--- config.mk ---
export PLATFORM = sky130hd
export DESIGN_NAME = gtcc_top
export DESIGN_NICKNAME = d
export VERILOG_FILES = /design/src/logic/gtcc_top.v /design/src/logic/gtcc_unit.v
export VERILOG_INCLUDE_DIRS = /design/src /design/src/common
export SDC_FILE = /design/constraint.sdc
export NUM_CORES = 1
export LEC_CHECK = 0
export BUFFER_PORTS_ARGS = -buffer_cell sky130_fd_sc_hd__clkbuf_2
export CELL_PAD_IN_SITES_DETAIL_PLACEMENT = 1
export CELL_PAD_IN_SITES_GLOBAL_PLACEMENT = 2
export CORE_UTILIZATION = 32
export CTS_BUF_LIST = sky130_fd_sc_hd__clkbuf_4 sky130_fd_sc_hd__clkbuf_8 sky130_fd_sc_hd__clkbuf_16
export CTS_CLUSTER_SIZE = 20
export DETAILED_ROUTE_END_ITERATION = 16
export PLACE_DENSITY = 0.79
export RECOVER_POWER = 25
export REMOVE_ABC_BUFFERS = 1
export SLEW_MARGIN = 10
export SYNTH_ARGS = -nofsm -noshare
export SYNTH_HDL_FRONTEND = slang
export SYNTH_SLANG_ARGS = --single-unit
--- constraint.sdc ---
create_clock -name clk -period 3.8 [get_ports clk]
set_input_delay 0.38 -clock clk [delete_from_list [all_inputs] [get_ports clk]]
set_output_delay 0.38 -clock clk [all_outputs]
set_load 0.02 [all_outputs]
--- src/common/gtcc_consts.vh ---
// shared constants of the gated timer with two capture/compare units
`ifndef GTCC_CONSTS_VH
`define GTCC_CONSTS_VH

// unit mode codes (3-bit mode field per unit)
`define GTCC_MODE_OFF 3'h0
`define GTCC_MODE_CAPTURE 3'h1
`define GTCC_MODE_COMPARE 3'h2
`define GTCC_MODE_SPECIAL 3'h3
`define GTCC_MODE_PWM 3'h4

// widths
`define GTCC_COUNT_W 16
`define GTCC_PSC_W 7
`define GTCC_PT_W 8

// reset values and the all-ones overflow count
`define GTCC_COUNT_RST 16'h0000
`define GTCC_PT_RST 8'h00
`define GTCC_COUNT_ALL1 16'hffff

// instruction clock ticks when the 2-bit divider reaches this count, one system clock in four
`define GTCC_INSTR_DIV 2'h3

// gate single-pulse state codes, one-hot
`define GTCC_SP_IDLE 3'h1
`define GTCC_SP_ARMED 3'h2
`define GTCC_SP_OPEN 3'h4

`endif

--- src/logic/gtcc_top.v ---
// gated 16-bit counter, period timer and two capture/compare units
// Functional notes
// 16-bit up-counter, readable and writable as high and low bytes.
// counts instruction clock or external clock, after 3-bit prescaler.
// synchronous or asynchronous operation chosen by a setting.
// counts only while the selected gate source allows it.
// gate active level is programmable high or low.
// gate toggle, single pulse, gate value and gate event flag.
// overflow flag on all-ones to zero, interrupt when enabled.
// overflow wakes from sleep only with external clock, async mode.
// gated counter is the common time base of both units.
// capture latches the count on the unit's input event.
// compare drives the unit output when the count matches.
// pwm output with programmable period and duty from period timer.
// both pwm units share one period and one update event.
// both pwm outputs rise on the same clock cycle.
// special trigger of one unit clears the counter for the other.
// special trigger match clears counter and pulses a trigger out.
// a pwm unit has no counter interaction with the other unit.
// external clock passes two flip-flops before touching the count.
`include "gtcc_consts.vh"

module gtcc_top (
  // clock and reset
  input wire clk,
  input wire resetn,
  // power state
  input wire sleep,
  // counter clock configuration
  input wire counter_on,
  input wire clk_src_ext,
  input wire async_mode,
  input wire [2:0] prescale_sel,
  input wire ext_count_clk,
  // gate configuration and sources
  input wire gate_enable,
  input wire gate_polarity,
  input wire gate_toggle,
  input wire gate_single_pulse,
  input wire gate_go,
  input wire [1:0] gate_src_sel,
  input wire [3:0] gate_src_in,
  input wire gate_event_clr,
  input wire gate_event_irq_enable,
  // counter access
  input wire count_wr_high,
  input wire count_wr_low,
  input wire [7:0] count_wr_data,
  // overflow control
  input wire overflow_clr,
  input wire overflow_irq_enable,
  // period timer
  input wire period_timer_on,
  input wire [7:0] period_value,
  // unit a
  input wire [2:0] unit_a_mode,
  input wire [15:0] unit_a_cmp_value,
  input wire [7:0] unit_a_duty,
  input wire unit_a_in,
  input wire unit_a_flag_clr,
  // unit b
  input wire [2:0] unit_b_mode,
  input wire [15:0] unit_b_cmp_value,
  input wire [7:0] unit_b_duty,
  input wire unit_b_in,
  input wire unit_b_flag_clr,
  // counter state
  output wire [7:0] gated_count_high,
  output wire [7:0] gated_count_low,
  output reg overflow_flag,
  output wire overflow_irq,
  output reg wake_req,
  // gate state
  output reg gate_value,
  output wire gate_busy,
  output reg gate_event_flag,
  output wire gate_event_irq,
  // period timer state
  output reg [7:0] period_count,
  output reg period_update,
  // unit a results
  output wire [15:0] unit_a_value_pair,
  output wire unit_a_flag,
  output wire unit_a_out,
  // unit b results
  output wire [15:0] unit_b_value_pair,
  output wire unit_b_flag,
  output wire unit_b_out,
  // special trigger to other modules
  output wire special_trigger
);

  localparam SP_IDLE = `GTCC_SP_IDLE;
  localparam SP_ARMED = `GTCC_SP_ARMED;
  localparam SP_OPEN = `GTCC_SP_OPEN;

  reg rst_s1_r;
  reg rst_n_r;
  reg ext_s1_r;
  reg ext_s2_r;
  reg ext_s3_r;
  reg [1:0] instr_div_r;
  reg [`GTCC_PSC_W-1:0] psc_r;
  reg [15:0] gated_counter_r;
  reg [15:0] count_nxt;
  reg count_upd_r;
  reg gate_act_r;
  reg gate_act_d_r;
  reg tog_r;
  reg gate_value_d_r;
  reg [2:0] sp_state_r;
  reg [2:0] sp_state_nxt;
  wire trig_a;
  wire trig_b;

  // reset release through two flip-flops
  always @(posedge clk or negedge resetn) begin
    if (!resetn) begin
      rst_s1_r <= 1'b0;
      rst_n_r <= 1'b0;
    end else begin
      rst_s1_r <= 1'b1;
      rst_n_r <= rst_s1_r;
    end
  end

  // external count clock resynchronised, edge found after the second flop
  always @(posedge clk or negedge rst_n_r) begin
    if (!rst_n_r) begin
      ext_s1_r <= 1'b0;
      ext_s2_r <= 1'b0;
      ext_s3_r <= 1'b0;
    end else begin
      ext_s1_r <= ext_count_clk;
      ext_s2_r <= ext_s1_r;
      ext_s3_r <= ext_s2_r;
    end
  end

  wire ext_rise = ext_s2_r & ~ext_s3_r;

  // instruction clock enable, halted while asleep
  always @(posedge clk or negedge rst_n_r) begin
    if (!rst_n_r) begin
      instr_div_r <= 2'h0;
    end else if (!sleep) begin
      instr_div_r <= instr_div_r + 2'h1;
    end
  end

  wire instr_tick = ~sleep & (instr_div_r == `GTCC_INSTR_DIV);

  // sync mode stops in sleep with the system clock; async keeps counting
  wire ext_tick = ext_rise & (async_mode | ~sleep);
  wire src_tick = clk_src_ext ? ext_tick : instr_tick;

  // gate source selection and polarity
  wire gate_src = gate_src_in[gate_src_sel];
  wire gate_act = gate_polarity ? gate_src : ~gate_src;
  wire gate_rise = gate_act_r & ~gate_act_d_r;
  wire gate_stage = gate_toggle ? tog_r : gate_act_r;
  wire gv_rise = gate_value & ~gate_value_d_r;
  wire gv_fall = ~gate_value & gate_value_d_r;

  // gate sampling and toggle flip-flop
  always @(posedge clk or negedge rst_n_r) begin
    if (!rst_n_r) begin
      gate_act_r <= 1'b0;
      gate_act_d_r <= 1'b0;
      tog_r <= 1'b0;
      gate_value <= 1'b0;
      gate_value_d_r <= 1'b0;
    end else begin
      gate_act_r <= gate_act;
      gate_act_d_r <= gate_act_r;
      if (!gate_toggle) begin
        tog_r <= 1'b0;
      end else if (gate_rise) begin
        tog_r <= ~tog_r;
      end
      gate_value <= gate_stage;
      gate_value_d_r <= gate_value;
    end
  end

  // gate single-pulse sequence: armed by go, one high gate period
  always @* begin
    sp_state_nxt = sp_state_r;
    case (sp_state_r)
      SP_IDLE: begin
        if (gate_single_pulse && gate_go) begin
          sp_state_nxt = SP_ARMED;
        end
      end
      SP_ARMED: begin
        if (!gate_single_pulse) begin
          sp_state_nxt = SP_IDLE;
        end else if (gv_rise) begin
          sp_state_nxt = SP_OPEN;
        end
      end
      SP_OPEN: begin
        if (!gate_single_pulse || gv_fall) begin
          sp_state_nxt = SP_IDLE;
        end
      end
      default: begin
        sp_state_nxt = SP_IDLE;
      end
    endcase
  end

  always @(posedge clk or negedge rst_n_r) begin
    if (!rst_n_r) begin
      sp_state_r <= SP_IDLE;
    end else begin
      sp_state_r <= sp_state_nxt;
    end
  end

  assign gate_busy = (sp_state_r != SP_IDLE);

  // a gate period ended: end of single pulse, or any falling gate
  wire gate_evt = gate_single_pulse ? (sp_state_r == SP_OPEN) & gv_fall
                                    : gv_fall;

  // gate event flag, set wins over clear
  always @(posedge clk or negedge rst_n_r) begin
    if (!rst_n_r) begin
      gate_event_flag <= 1'b0;
    end else if (gate_enable && gate_evt) begin
      gate_event_flag <= 1'b1;
    end else if (gate_event_clr) begin
      gate_event_flag <= 1'b0;
    end
  end

  assign gate_event_irq = gate_event_flag & gate_event_irq_enable;

  // counting is allowed while on and the gate is open
  wire gate_open = ~gate_enable |
                   (gate_single_pulse ? (sp_state_r == SP_OPEN)
                                      : gate_value);
  wire run = counter_on & gate_open;

  // prescaler: divide by two to the power of the 3-bit selection
  wire [7:0] psc_span = 8'h01 << prescale_sel;
  wire [7:0] psc_lim = psc_span - 8'h01;
  wire psc_last = ({1'b0, psc_r} == psc_lim);
  wire sw_wr = count_wr_high | count_wr_low;

  always @(posedge clk or negedge rst_n_r) begin
    if (!rst_n_r) begin
      psc_r <= {`GTCC_PSC_W{1'b0}};
    end else if (sw_wr) begin
      psc_r <= {`GTCC_PSC_W{1'b0}};
    end else if (run && src_tick) begin
      if (psc_last) begin
        psc_r <= {`GTCC_PSC_W{1'b0}};
      end else begin
        psc_r <= psc_r + 7'h01;
      end
    end
  end

  wire count_tick = run & src_tick & psc_last;
  // only special trigger mode clears the counter; compare mode does not
  wire clr_req = trig_a | trig_b;
  wire ovf_evt = count_tick & ~clr_req & ~sw_wr &
                 (gated_counter_r == `GTCC_COUNT_ALL1);

  // counter next value: clear, then software write, then count
  always @* begin
    count_nxt = gated_counter_r;
    if (clr_req) begin
      count_nxt = `GTCC_COUNT_RST;
    end else if (sw_wr) begin
      if (count_wr_high) begin
        count_nxt[15:8] = count_wr_data;
      end
      if (count_wr_low) begin
        count_nxt[7:0] = count_wr_data;
      end
    end else if (count_tick) begin
      count_nxt = gated_counter_r + 16'h0001;
    end
  end

  always @(posedge clk or negedge rst_n_r) begin
    if (!rst_n_r) begin
      gated_counter_r <= `GTCC_COUNT_RST;
      count_upd_r <= 1'b0;
    end else begin
      gated_counter_r <= count_nxt;
      count_upd_r <= count_tick & ~clr_req & ~sw_wr;
    end
  end

  assign gated_count_high = gated_counter_r[15:8];
  assign gated_count_low = gated_counter_r[7:0];

  // overflow flag, set wins over clear, and wake request
  always @(posedge clk or negedge rst_n_r) begin
    if (!rst_n_r) begin
      overflow_flag <= 1'b0;
      wake_req <= 1'b0;
    end else begin
      if (ovf_evt) begin
        overflow_flag <= 1'b1;
      end else if (overflow_clr) begin
        overflow_flag <= 1'b0;
      end
      wake_req <= ovf_evt & sleep & clk_src_ext & async_mode;
    end
  end

  assign overflow_irq = overflow_flag & overflow_irq_enable;

  // period timer: wraps after the period value, one shared update
  wire pt_wrap = period_timer_on & (period_count == period_value);
  wire [7:0] pt_nxt = !period_timer_on ? period_count :
                      pt_wrap ? `GTCC_PT_RST : period_count + 8'h01;

  always @(posedge clk or negedge rst_n_r) begin
    if (!rst_n_r) begin
      period_count <= `GTCC_PT_RST;
      period_update <= 1'b0;
    end else begin
      period_count <= pt_nxt;
      period_update <= pt_wrap;
    end
  end

  // both units see the same count and the same period timer
  gtcc_unit u_unit_a (
    .clk(clk),
    .rst_n(rst_n_r),
    .mode(unit_a_mode),
    .cmp_value(unit_a_cmp_value),
    .pwm_duty(unit_a_duty),
    .count(gated_counter_r),
    .count_upd(count_upd_r),
    .pt_nxt(pt_nxt),
    .pwm_update(pt_wrap),
    .event_in(unit_a_in),
    .event_clr(unit_a_flag_clr),
    .unit_value_pair(unit_a_value_pair),
    .event_flag(unit_a_flag),
    .unit_out(unit_a_out),
    .trig(trig_a)
  );

  gtcc_unit u_unit_b (
    .clk(clk),
    .rst_n(rst_n_r),
    .mode(unit_b_mode),
    .cmp_value(unit_b_cmp_value),
    .pwm_duty(unit_b_duty),
    .count(gated_counter_r),
    .count_upd(count_upd_r),
    .pt_nxt(pt_nxt),
    .pwm_update(pt_wrap),
    .event_in(unit_b_in),
    .event_clr(unit_b_flag_clr),
    .unit_value_pair(unit_b_value_pair),
    .event_flag(unit_b_flag),
    .unit_out(unit_b_out),
    .trig(trig_b)
  );

  assign special_trigger = trig_a | trig_b;

endmodule

--- src/logic/gtcc_unit.v ---
// one capture/compare/pwm unit driven by the shared time bases
`include "gtcc_consts.vh"

module gtcc_unit (
  // clock and reset
  input wire clk,
  input wire rst_n,
  // configuration
  input wire [2:0] mode,
  input wire [15:0] cmp_value,
  input wire [7:0] pwm_duty,
  // shared time bases
  input wire [15:0] count,
  input wire count_upd,
  input wire [7:0] pt_nxt,
  input wire pwm_update,
  // capture input and event flag clear
  input wire event_in,
  input wire event_clr,
  // results
  output reg [15:0] unit_value_pair,
  output reg event_flag,
  output reg unit_out,
  output reg trig
);

  reg event_in_r;
  reg [7:0] duty_l_r;
  wire is_cap = (mode == `GTCC_MODE_CAPTURE);
  wire is_cmp = (mode == `GTCC_MODE_COMPARE);
  wire is_sp = (mode == `GTCC_MODE_SPECIAL);
  wire is_pwm = (mode == `GTCC_MODE_PWM);
  wire cap_hit = is_cap & event_in & ~event_in_r;
  // match only once, on the cycle after the count stepped onto the value
  wire cmp_hit = (is_cmp | is_sp) & count_upd & (count == cmp_value);
  wire [7:0] duty_nxt = pwm_update ? pwm_duty : duty_l_r;

  // capture latch, compare output and special trigger
  always @(posedge clk or negedge rst_n) begin
    if (!rst_n) begin
      event_in_r <= 1'b0;
      unit_value_pair <= `GTCC_COUNT_RST;
      event_flag <= 1'b0;
      unit_out <= 1'b0;
      trig <= 1'b0;
      duty_l_r <= 8'h00;
    end else begin
      event_in_r <= event_in;
      if (cap_hit) begin
        unit_value_pair <= count;
      end
      // set wins over the clear
      if (cap_hit | cmp_hit) begin
        event_flag <= 1'b1;
      end else if (event_clr) begin
        event_flag <= 1'b0;
      end
      trig <= is_sp & cmp_hit;
      duty_l_r <= duty_nxt;
      if (is_pwm) begin
        unit_out <= pt_nxt < duty_nxt;
      end else if (is_cmp) begin
        if (cmp_hit) begin
          unit_out <= 1'b1;
        end
      end else begin
        unit_out <= 1'b0;
      end
    end
  end

endmodule

==> flow_summary.json, run 1 <==
{
  "synthCells": 573,
  "fin_hold_ws_ns": 0.135,
  "start_kind": "flip-flop",
  "dp_slack_ns": 0.860,
  "routabilityCongestion": 0.854,
  "internal_power_mw": 2.42,
  "skew_ns": 0.0102,
  "initial_utilization_pct": 32.6,
  "setup_slack_ns": 0.832,
  "synthFlopType": "dfrtp_1",
  "synth_most_common_cell": "dfrtp_1",
  "min_path_type": "primary input to flip-flop",
  "fin_util_pct": 40.6,
  "synthTopCellsByCount": "106 x dfrtp_1, 40 x mux2_2, 36 x nand2_1",
  "swShare_pct": 35.8,
  "finalWirelength_mm": 18.4,
  "antenna_found_initial": 0,
  "maxCapViolCount": 1,
  "synth_edf_count": 0,
  "ys_seq_area_share_pct": 45.7,
  "ant_nets": 0,
  "synth_top_area_cell": "dfrtp_1",
  "dp_hpwl_mm": 14.2,
  "max_freq_mhz": 337,
  "track_usage_pct": 20.4,
  "synth.avg_cell_area_um2": 10.2,
  "outcome": "finished with violations",
  "worst_slew_pin_slew_ns": 2.62,
  "first_pass_iters": 4,
  "fp-row-count": 49,
  "slew_violations": 63,
  "cts_tree": "yes",
  "final.setup.tns_ns": 0,
  "drc": 0,
  "viasPerCell": 5.27,
  "area_growth_pct": 24.4,
  "period_needed_ns": 2.97,
  "final_net_count": 857,
  "cp_max_fo": 19,
  "drt_iter0_drc": 290,
  "fillers": 2102,
  "core_mm2": 0.0180,
  "synth-seq-cells": 107,
  "holdBufCountCts": 1,
  "max_slew_margin_pct": -74.5,
  "die_w_um": 137,
  "clk_pin_slew_worst_paths_ns": 0.08,
  "violations": "capacitance limit, slew limit",
  "cts_max_level": 3,
  "dieArea_mm2": 0.0189,
  "ys_types": 67,
  "ir_drop_mv": 0.287,
  "synth_top_area_share_pct": 45.3,
  "path_class": "flip-flop to flip-flop",
  "numCtsBuffers": 9,
  "vias": 5122,
  "fin_crit_sh_pct": 78.1,
  "dieHeight_um": 137,
  "cts_setup_buffers": 0,
  "netlist_area_mm2": 0.00586,
  "p_switching_mw": 1.35,
  "finalPower_mw": 3.78,
  "synth.area.top_cells": "dfrtp_1 45%, mux2_2 7.7%, xor2_1 4.5%, ha_1 3.8%, xnor2_1 3.0%",
  "power_leakage_nw": 3.46,
  "pwr-share-clk_pct": 26.1,
  "ys_async_sr_fraction_pct": 100,
  "yosys_warnings": 0,
  "grt-ovfl-total": 0,
  "worst-endpoint-required_ns": 4.09,
  "hold_viol": 0,
  "grt_pass1_vias": 5564,
  "drive_gt1_share_pct": 33.8,
  "ios": 171,
  "clk_latency_ns": 0.35,
  "cts_root_buf": "clkbuf_16",
  "grt_first_pass_wirelength_mm": 29.2,
  "multi_input_area_mm2": 0.00297,
  "pwr-share-comb_pct": 31.9,
  "power.share.sequential_pct": 42.1,
  "setup_viol": 0,
  "power_density_mw_per_mm2": 518,
  "clockBufferDepth": 2,
  "end_kind": "flip-flop",
  "regArea_mm2": 0.00268,
  "cts.sinks": 107,
  "post_cts_resized": 0,
  "diodes": 0,
  "cp.arrival_ns": 3.26,
  "rsz0062_at_grt": "false",
  "routedWlPerCell_um": 18.9,
  "grt_max_degree": 63,
  "io_buffers": 170
}
[power by group through the flow]
stage	registers (mW)	logic, mW	clock network, mW
3_3_place_gp	1.59	1.16	0
3_5_place_dp	1.61	1.21	0
5_1_grt	1.62	1.33	1.05
4_1_cts	1.59	1.22	1.01
6_report	1.59	1.20	0.985
2_1_floorplan	1.73	0.586	0
[cell type report]
type	count	area share (%)
repair buffers	180	12.7
flip-flops and latches	107	36.7
clock buffers	12	3.57
well taps	229	3.93
inverters	33	1.70
clock inverters	4	0.669
multi-input cells	406	40.7
[routing by layer]
layer | GRT usage [%] | wire length, um | vias up
li1 | - | - | 2374
met1 | 26.2 | 8070 | 2590
met2 | 35.1 | 9190 | 144
met3 | 3.02 | 863 | 14
met4 | 6.78 | 242 | 0
met5 | 0 | 0 | -
[critical path: stages (launching register included)]
cell and delay (ns):
dfrtp_1 0.46, xnor2_1 0.20, nand3_1 0.16, nor3_2 0.18, buf_4 0.31, mux2i_1 0.31
ha_1 0.30, a21oi_1 0.15, nor2b_1 0.07, o21ai_0 0.16, nand4_1 0.15, a211oi_1 0.26
a221o_1 0.19
[registers in the layout (all words and copies together) (netlist names), 2 cells and up]
register                  count
psc_r                         7
u_unit_a.unit_value_pair     16
u_unit_a.duty_l_r             8
sp_state_r                    3
period_count                  8
gated_counter_r              16
u_unit_b.unit_value_pair     16
u_unit_b.duty_l_r             8
instr_div_r                   2
[per-stage QoR]
step	instance area, um^2	cells
final	7290	971
after global routing	7290	971
after CTS	7300	971
after detailed placement	6980	954
after global placement	6980	954
after floorplan	5750	546
[cell families (layout without fill, tap and decap cells)]
| kind of cell | Yosys count | after routing | share of synthesized area, % |
|---|---|---|---|
| other cells | 1 | 1 | 0.0640 |
| xor+xnor | 50 | 50 | 7.47 |
| simple gates | 177 | 177 | 16.9 |
| compound gates | 107 | 107 | 12.0 |
| fa+ha+maj | 18 | 18 | 3.84 |
| flops | 107 | 107 | 45.7 |
| mux | 53 | 53 | 10.1 |
| buf+inv | 60 | 229 | 3.91 |
[cell usage in the layout, fill, tap and decap left out, types with 20 or more instances in the layout]
| cell type | n |
|---|---|
| o21ai_0 | 22 |
| dfrtp_1 | 106 |
| mux2_2 | 40 |
| nor2_1 | 33 |
| clkbuf_2 | 166 |
| xor2_1 | 30 |
| xnor2_1 | 20 |
| a21oi_1 | 30 |
| inv_1 | 32 |
| nand2_1 | 36 |
[final timing paths]
kind / slack [ns] / startpoint / end / depth (start not counted)
max in group asynchronous: 1.21 / rst_n_r / gate_value_d_r / 0
worst min register to register: 0.35 / ext_s1_r / ext_s2_r / 0
min in group asynchronous: 0.34 / resetn / rst_n_r / 2
worst max register to register: 0.83 / period_count[0] / u_unit_a.unit_out / 12
worst max-delay path: 0.83 / period_count[0] / u_unit_a.unit_out / 12
worst min-delay path: 0.14 / ext_count_clk / ext_s1_r / 1
No activity file was read; power rests on OpenSTA's default activity.
==> run 2: changes to the inputs <==
clock period = 3.1 ns   (was 3.8 ns; I/O delays follow)
==> run 2 against run 1 <==
  * Critical endpoint unchanged
  * The flow now finishes without violations
  * Clock power grew 31%
  * Routed wire length decreased by 0.44%
  * First-iteration DRC count decreased by 29%
  * Sequential power is 21% higher
  * Critical path type unchanged
  * Clock-buffer cell count fell by 1
  * Via count shrank 1.5%
  * Critical path depth unchanged
  * Combinational power rose by 25%
  * Fmax is 5.3% higher
  * Core utilization increased by 0.49 points
  * Clock skew is essentially flat
  * Highest routed layer unchanged
  * Sequential cell count unchanged
==> flow_summary.json, run 2 (synthesis results as in run 1) <==
{
  "initial_utilization_pct": 32.6,
  "max_freq_mhz": 355,
  "fillers": 2089,
  "path_class": "flip-flop to flip-flop",
  "rsz0062_at_grt": "false",
  "finalWirelength_mm": 18.3,
  "cts_max_level": 3,
  "grt_max_degree": 60,
  "dieHeight_um": 137,
  "cts.sinks": 107,
  "diodes": 0,
  "final_area_mm2": 0.00738,
  "dp_hpwl_mm": 14.1,
  "ir_drop_mv": 0.310,
  "clk_pin_slew_worst_paths_ns": 0.07,
  "internal_power_mw": 3.05,
  "min_path_type": "primary input to flip-flop",
  "post_dp_cell_area_mm2": 0.00704,
  "cts_tree": "yes",
  "vias": 5045,
  "multi_input_area_mm2": 0.00297,
  "fin_crit_sh_pct": 90.9,
  "grt_first_pass_wirelength_mm": 28.6,
  "worst-endpoint-required_ns": 3.39,
  "cp_max_fo": 19,
  "hold_viol": 0,
  "pwr-share-comb_pct": 31.9,
  "setup_slack_ns": 0.283,
  "routedWlPerCell_um": 18.7,
  "core_mm2": 0.0180,
  "antenna_found_initial": 0,
  "final_cell_mix": "166 x clkbuf_2, 105 x dfrtp_1, 40 x mux2_2",
  "outcome": "finished, final reports clean",
  "die_w_um": 137,
  "fp-row-count": 49,
  "max_slew_margin_pct": 6.62,
  "dieArea_mm2": 0.0189,
  "drc": 0,
  "cts_root_buf": "clkbuf_16",
  "viasPerCell": 5.16,
  "grt_pass1_vias": 5302,
  "regArea_mm2": 0.00268,
  "setup_viol": 0,
  "finalPower_mw": 4.71,
  "slew_violations": 0,
  "drt_iter0_drc": 207,
  "track_usage_pct": 19.9,
  "worst_slew_pin_slew_ns": 1.40,
  "pwr-share-clk_pct": 27.4,
  "swShare_pct": 35.3,
  "grt-ovfl-total": 0,
  "dp_slack_ns": 0.241,
  "clk_latency_ns": 0.35,
  "drive_gt1_share_pct": 34.6,
  "fin_util_pct": 41.1,
  "ios": 171,
  "area_growth_pct": 25.9,
  "cp.arrival_ns": 3.10,
  "start_kind": "flip-flop",
  "p_switching_mw": 1.66,
  "power_density_mw_per_mm2": 638,
  "routabilityCongestion": 0.808,
  "final.setup.tns_ns": 0,
  "io_buffers": 170,
  "clockBufferDepth": 2,
  "power.share.sequential_pct": 40.7,
  "final_common_cell": "clkbuf_2",
  "period_needed_ns": 2.82,
  "skew_ns": 0.0104,
  "first_pass_iters": 4,
  "top_regs": "gated_counter_r x16, u_unit_a.unit_value_pair x16, u_unit_b.unit_value_pair x16",
  "numCtsBuffers": 9,
  "end_kind": "flip-flop",
  "power_leakage_nw": 3.50,
  "final_net_count": 863,
  "ant_nets": 0,
  "maxCapViolCount": 0
}
run 2: changes by cell type in the layout (fill, tap and decap cells not counted), sizes merged:
cell,change
clkbuf,-1
inv,+1
bufinv,+1
clkinv,-2
buf,+6
clkinvlp,+1
run 2: through the flow:
step	std cells	hold slack, ns
2_1_floorplan	546	0.0144
3_3_place_gp	960	0.0986
3_5_place_dp	960	0.100
4_1_cts	977	0.0491
5_1_grt	977	0.0614
6_report	977	0.0620
run 2: repair_timing:
item                       4_1_cts  5_1_grt
setup buffers                    0        0
resized for setup                0        2
hold buffers                     1        0
setup endpoints to repair        0        1
hold endpoints to repair         2        0
run 2: worst paths after layout:
path | depth (start not counted) | endpoint | slack [ns] | start
worst min-delay path | 1 | ext_s1_r | 0.06 | ext_count_clk
max in group asynchronous | 1 | sp_state_r[0] | 1.51 | rst_n_r
worst max-delay path | 12 | u_unit_a.unit_out | 0.28 | period_count[0]
min in group asynchronous | 2 | rst_n_r | 0.27 | resetn
worst max register to register | 12 | u_unit_a.unit_out | 0.28 | period_count[0]
worst min register to register | 0 | rst_n_r | 0.35 | rst_s1_r
run 2: final cells by class:
type	count	area share [%]
Multi-Input combinational cell	406	40.3
Inverter	33	1.68
Timing Repair Buffer	186	13.3
Tap cell	229	3.88
Sequential cell	107	36.3
Clock buffer	11	3.34
Clock inverter	5	1.15
run 2: routing by layer:
metal  vias to the layer above  part of all wire [%]  track usage (%)
met2                       117                    48             33.6
met1                      2530                    47             27.0
met3                        16                   3.6             2.17
met5                         -                     0                0
met4                         0                   1.3             5.68
li1                       2382                     -                -
run 2: power groups by stage:
stage	clock (mW)	combinational (mW)	sequential, mW
final	1.29	1.50	1.92
after global routing	1.37	1.67	1.96
after CTS	1.33	1.52	1.92
after detailed placement	0	1.51	1.95
after global placement	0	1.46	1.93
after floorplan	0	0.719	2.12
run 2: worst max-delay path: stages (launching register included):
cell and delay (ns):
dfrtp_1 0.44, xnor2_1 0.19, nand3_1 0.13, nor3_2 0.19, buf_6 0.25, mux2i_2 0.31
ha_1 0.29, a21oi_1 0.14, nor2b_1 0.07, o21ai_0 0.17, nand4_1 0.15, a211oi_1 0.23
a221o_1 0.18
==> run 3: changes to the inputs <==
CORE_UTILIZATION = 29   (was 32)
PLACE_DENSITY = 0.75   (was 0.79)
REMOVE_ABC_BUFFERS = not set   (was 1)
clock period = 2.5 ns   (was 3.1 ns; I/O delays follow)
==> run 3 against run 2 <==
  * Combinational power is 43% higher
  * Sequential power is 21% higher
  * Critical path depth stayed put
  * Core utilization is 1.9 points lower
  * The flow now finishes with violations (setup timing)
  * Critical endpoint unchanged
  * Highest routed layer unchanged
==> flow_summary.json, run 3 (synthesis results as in run 1) <==
{
  "outcome": "finished with violations",
  "violations": "setup timing",
  "drive_gt1_share_pct": 39.3,
  "numCtsBuffers": 9,
  "path_cells": "xnor2_2, nand4_1, nor3_2, buf_6, mux2i_4, ha_1, a21oi_1, nor2b_1, o21ai_1, nand4_1, a211oi_2, a221o_1",
  "track_usage_pct": 20.0,
  "hold_viol": 0,
  "dieHeight_um": 144,
  "first_pass_iters": 4,
  "fin_util_pct": 39.2,
  "core_mm2": 0.0197,
  "regToRegStartpoint": "period_count[2]",
  "fillers": 2307,
  "vias": 5220,
  "cp.arrival_ns": 2.84,
  "setup_slack_ns": -0.0385,
  "r2r_end": "u_unit_a.unit_out",
  "slew_violations": 0,
  "worst_slew_pin_slew_ns": 1.44,
  "ant_nets": 0,
  "clockBufferDepth": 2,
  "viasPerCell": 4.98,
  "grt_max_degree": 48,
  "routedWlPerCell_um": 19.2,
  "clk_pin_slew_worst_paths_ns": 0.08,
  "max_stage_delay_ns": 0.43,
  "crit_top_cell": "nand4_1",
  "routabilityCongestion": 0.902,
  "drc": 0,
  "period_needed_ns": 2.54,
  "ir_drop_mv": 0.322,
  "finalPower_mw": 5.88,
  "end_kind": "flip-flop",
  "final_cell_mix": "166 x clkbuf_2, 99 x dfrtp_1, 48 x buf_4",
  "crit_family": "compound AO/OA/AOI/OAI gates",
  "worst-endpoint-required_ns": 2.80,
  "synth_nets": 693,
  "top_regs": "gated_counter_r x16, u_unit_a.unit_value_pair x16, u_unit_b.unit_value_pair x16",
  "crit_end": "u_unit_a.unit_out",
  "drt_iter0_drc": 223,
  "clk_latency_ns": 0.36,
  "cts_max_level": 3,
  "final_area_mm2": 0.00770,
  "cp_num_buf_inv": 1,
  "cts_tree": "yes",
  "regArea_mm2": 0.00269,
  "rrSetupSlack_ns": -0.04,
  "power_leakage_nw": 3.67,
  "min_path_type": "primary input to flip-flop",
  "io_buffers": 170,
  "cts_root_buf": "clkbuf_16",
  "antenna_found_initial": 0,
  "finalWirelength_mm": 20.1,
  "fp-row-count": 51,
  "r2r_cells": 12,
  "start_kind": "flip-flop",
  "placed_cells": 1029,
  "grt-ovfl-total": 0,
  "max_slew_margin_pct": 3.93,
  "diodes": 0,
  "skew_ns": 0.00875,
  "fin_crit_sh_pct": 102,
  "setup_viol": 2,
  "post_dp_cell_area_mm2": 0.00735,
  "crit_cells": 12,
  "grt_pass1_vias": 5554,
  "ios": 171,
  "dieArea_mm2": 0.0208,
  "final_net_count": 899,
  "initial_utilization_pct": 29.8,
  "multi_input_area_mm2": 0.00303,
  "crit_start": "period_count[2]",
  "max_freq_mhz": 394,
  "critPathSlowestCell": "dfrtp_2",
  "final_common_cell": "clkbuf_2",
  "die_w_um": 144,
  "dp_slack_ns": -0.139,
  "fin_cells": 1049,
  "cts.sinks": 107,
  "area_growth_pct": 31.4,
  "power_density_mw_per_mm2": 764,
  "rsz0062_at_grt": "true",
  "path_class": "flip-flop to flip-flop",
  "dp_hpwl_mm": 15.7,
  "grt_first_pass_wirelength_mm": 31.1,
  "cp_max_fo": 9,
  "maxCapViolCount": 0
}
[run 3: repair_timing]
action | 4_1_cts | 5_1_grt
hold endpoints to repair | 3 | 0
setup buffers | 2 | 0
pin swaps | 1 | 2
hold buffers | 2 | 0
resized for setup | 6 | 6
endpoints found under the setup margin | 2 | 3
[run 3: power breakdown]
| part | leakage (nW) | switching (mW) | internal [mW] |
|---|---|---|---|
| clock | 0.144 | 0.681 | 0.735 |
| combinational | 2.18 | 1.22 | 0.917 |
| sequential | 1.34 | 0.252 | 2.07 |
| total | 3.67 | 2.16 | 3.72 |
[run 3: final cells by class]
class / instances / area share [%]
Clock buffer: 12 / 3.30
Multi-Input combinational cell: 406 / 39.3
Sequential cell: 107 / 34.9
Inverter: 33 / 1.61
Clock inverter: 4 / 0.406
Tap cell: 265 / 4.31
Timing Repair Buffer: 222 / 16.2
[run 3: through the flow]
step                      hold WS (ns)  TNS, ns
after floorplan                -0.0456  -0.0235
after global placement          0.0355        0
after detailed placement        0.0384   -0.199
after CTS                      0.00736  -0.0870
after global routing            0.0196   -0.482
final                           0.0270  -0.0670
[run 3: worst min path at each step]
stage / from / to / slack, ns / depth (start not counted)
after floorplan: resetn / rst_n_r / -0.05 / 0
after global placement: resetn / rst_s1_r / 0.04 / 1
after detailed placement: resetn / rst_n_r / 0.04 / 1
after CTS: unit_b_in / u_unit_b.event_in_r / 0.007 / 1
after global routing: unit_b_in / u_unit_b.event_in_r / 0.02 / 1
final: unit_b_in / u_unit_b.event_in_r / 0.03 / 1
[run 3: per-layer routing]
metal / up-vias / GRT usage (%) / wire, um
met4: 0 / 7.48 / 504
met2: 143 / 33.9 / 9940
met5: - / 0 / 0
met3: 28 / 3.74 / 1190
met1: 2601 / 25.3 / 8500
li1: 2448 / - / -
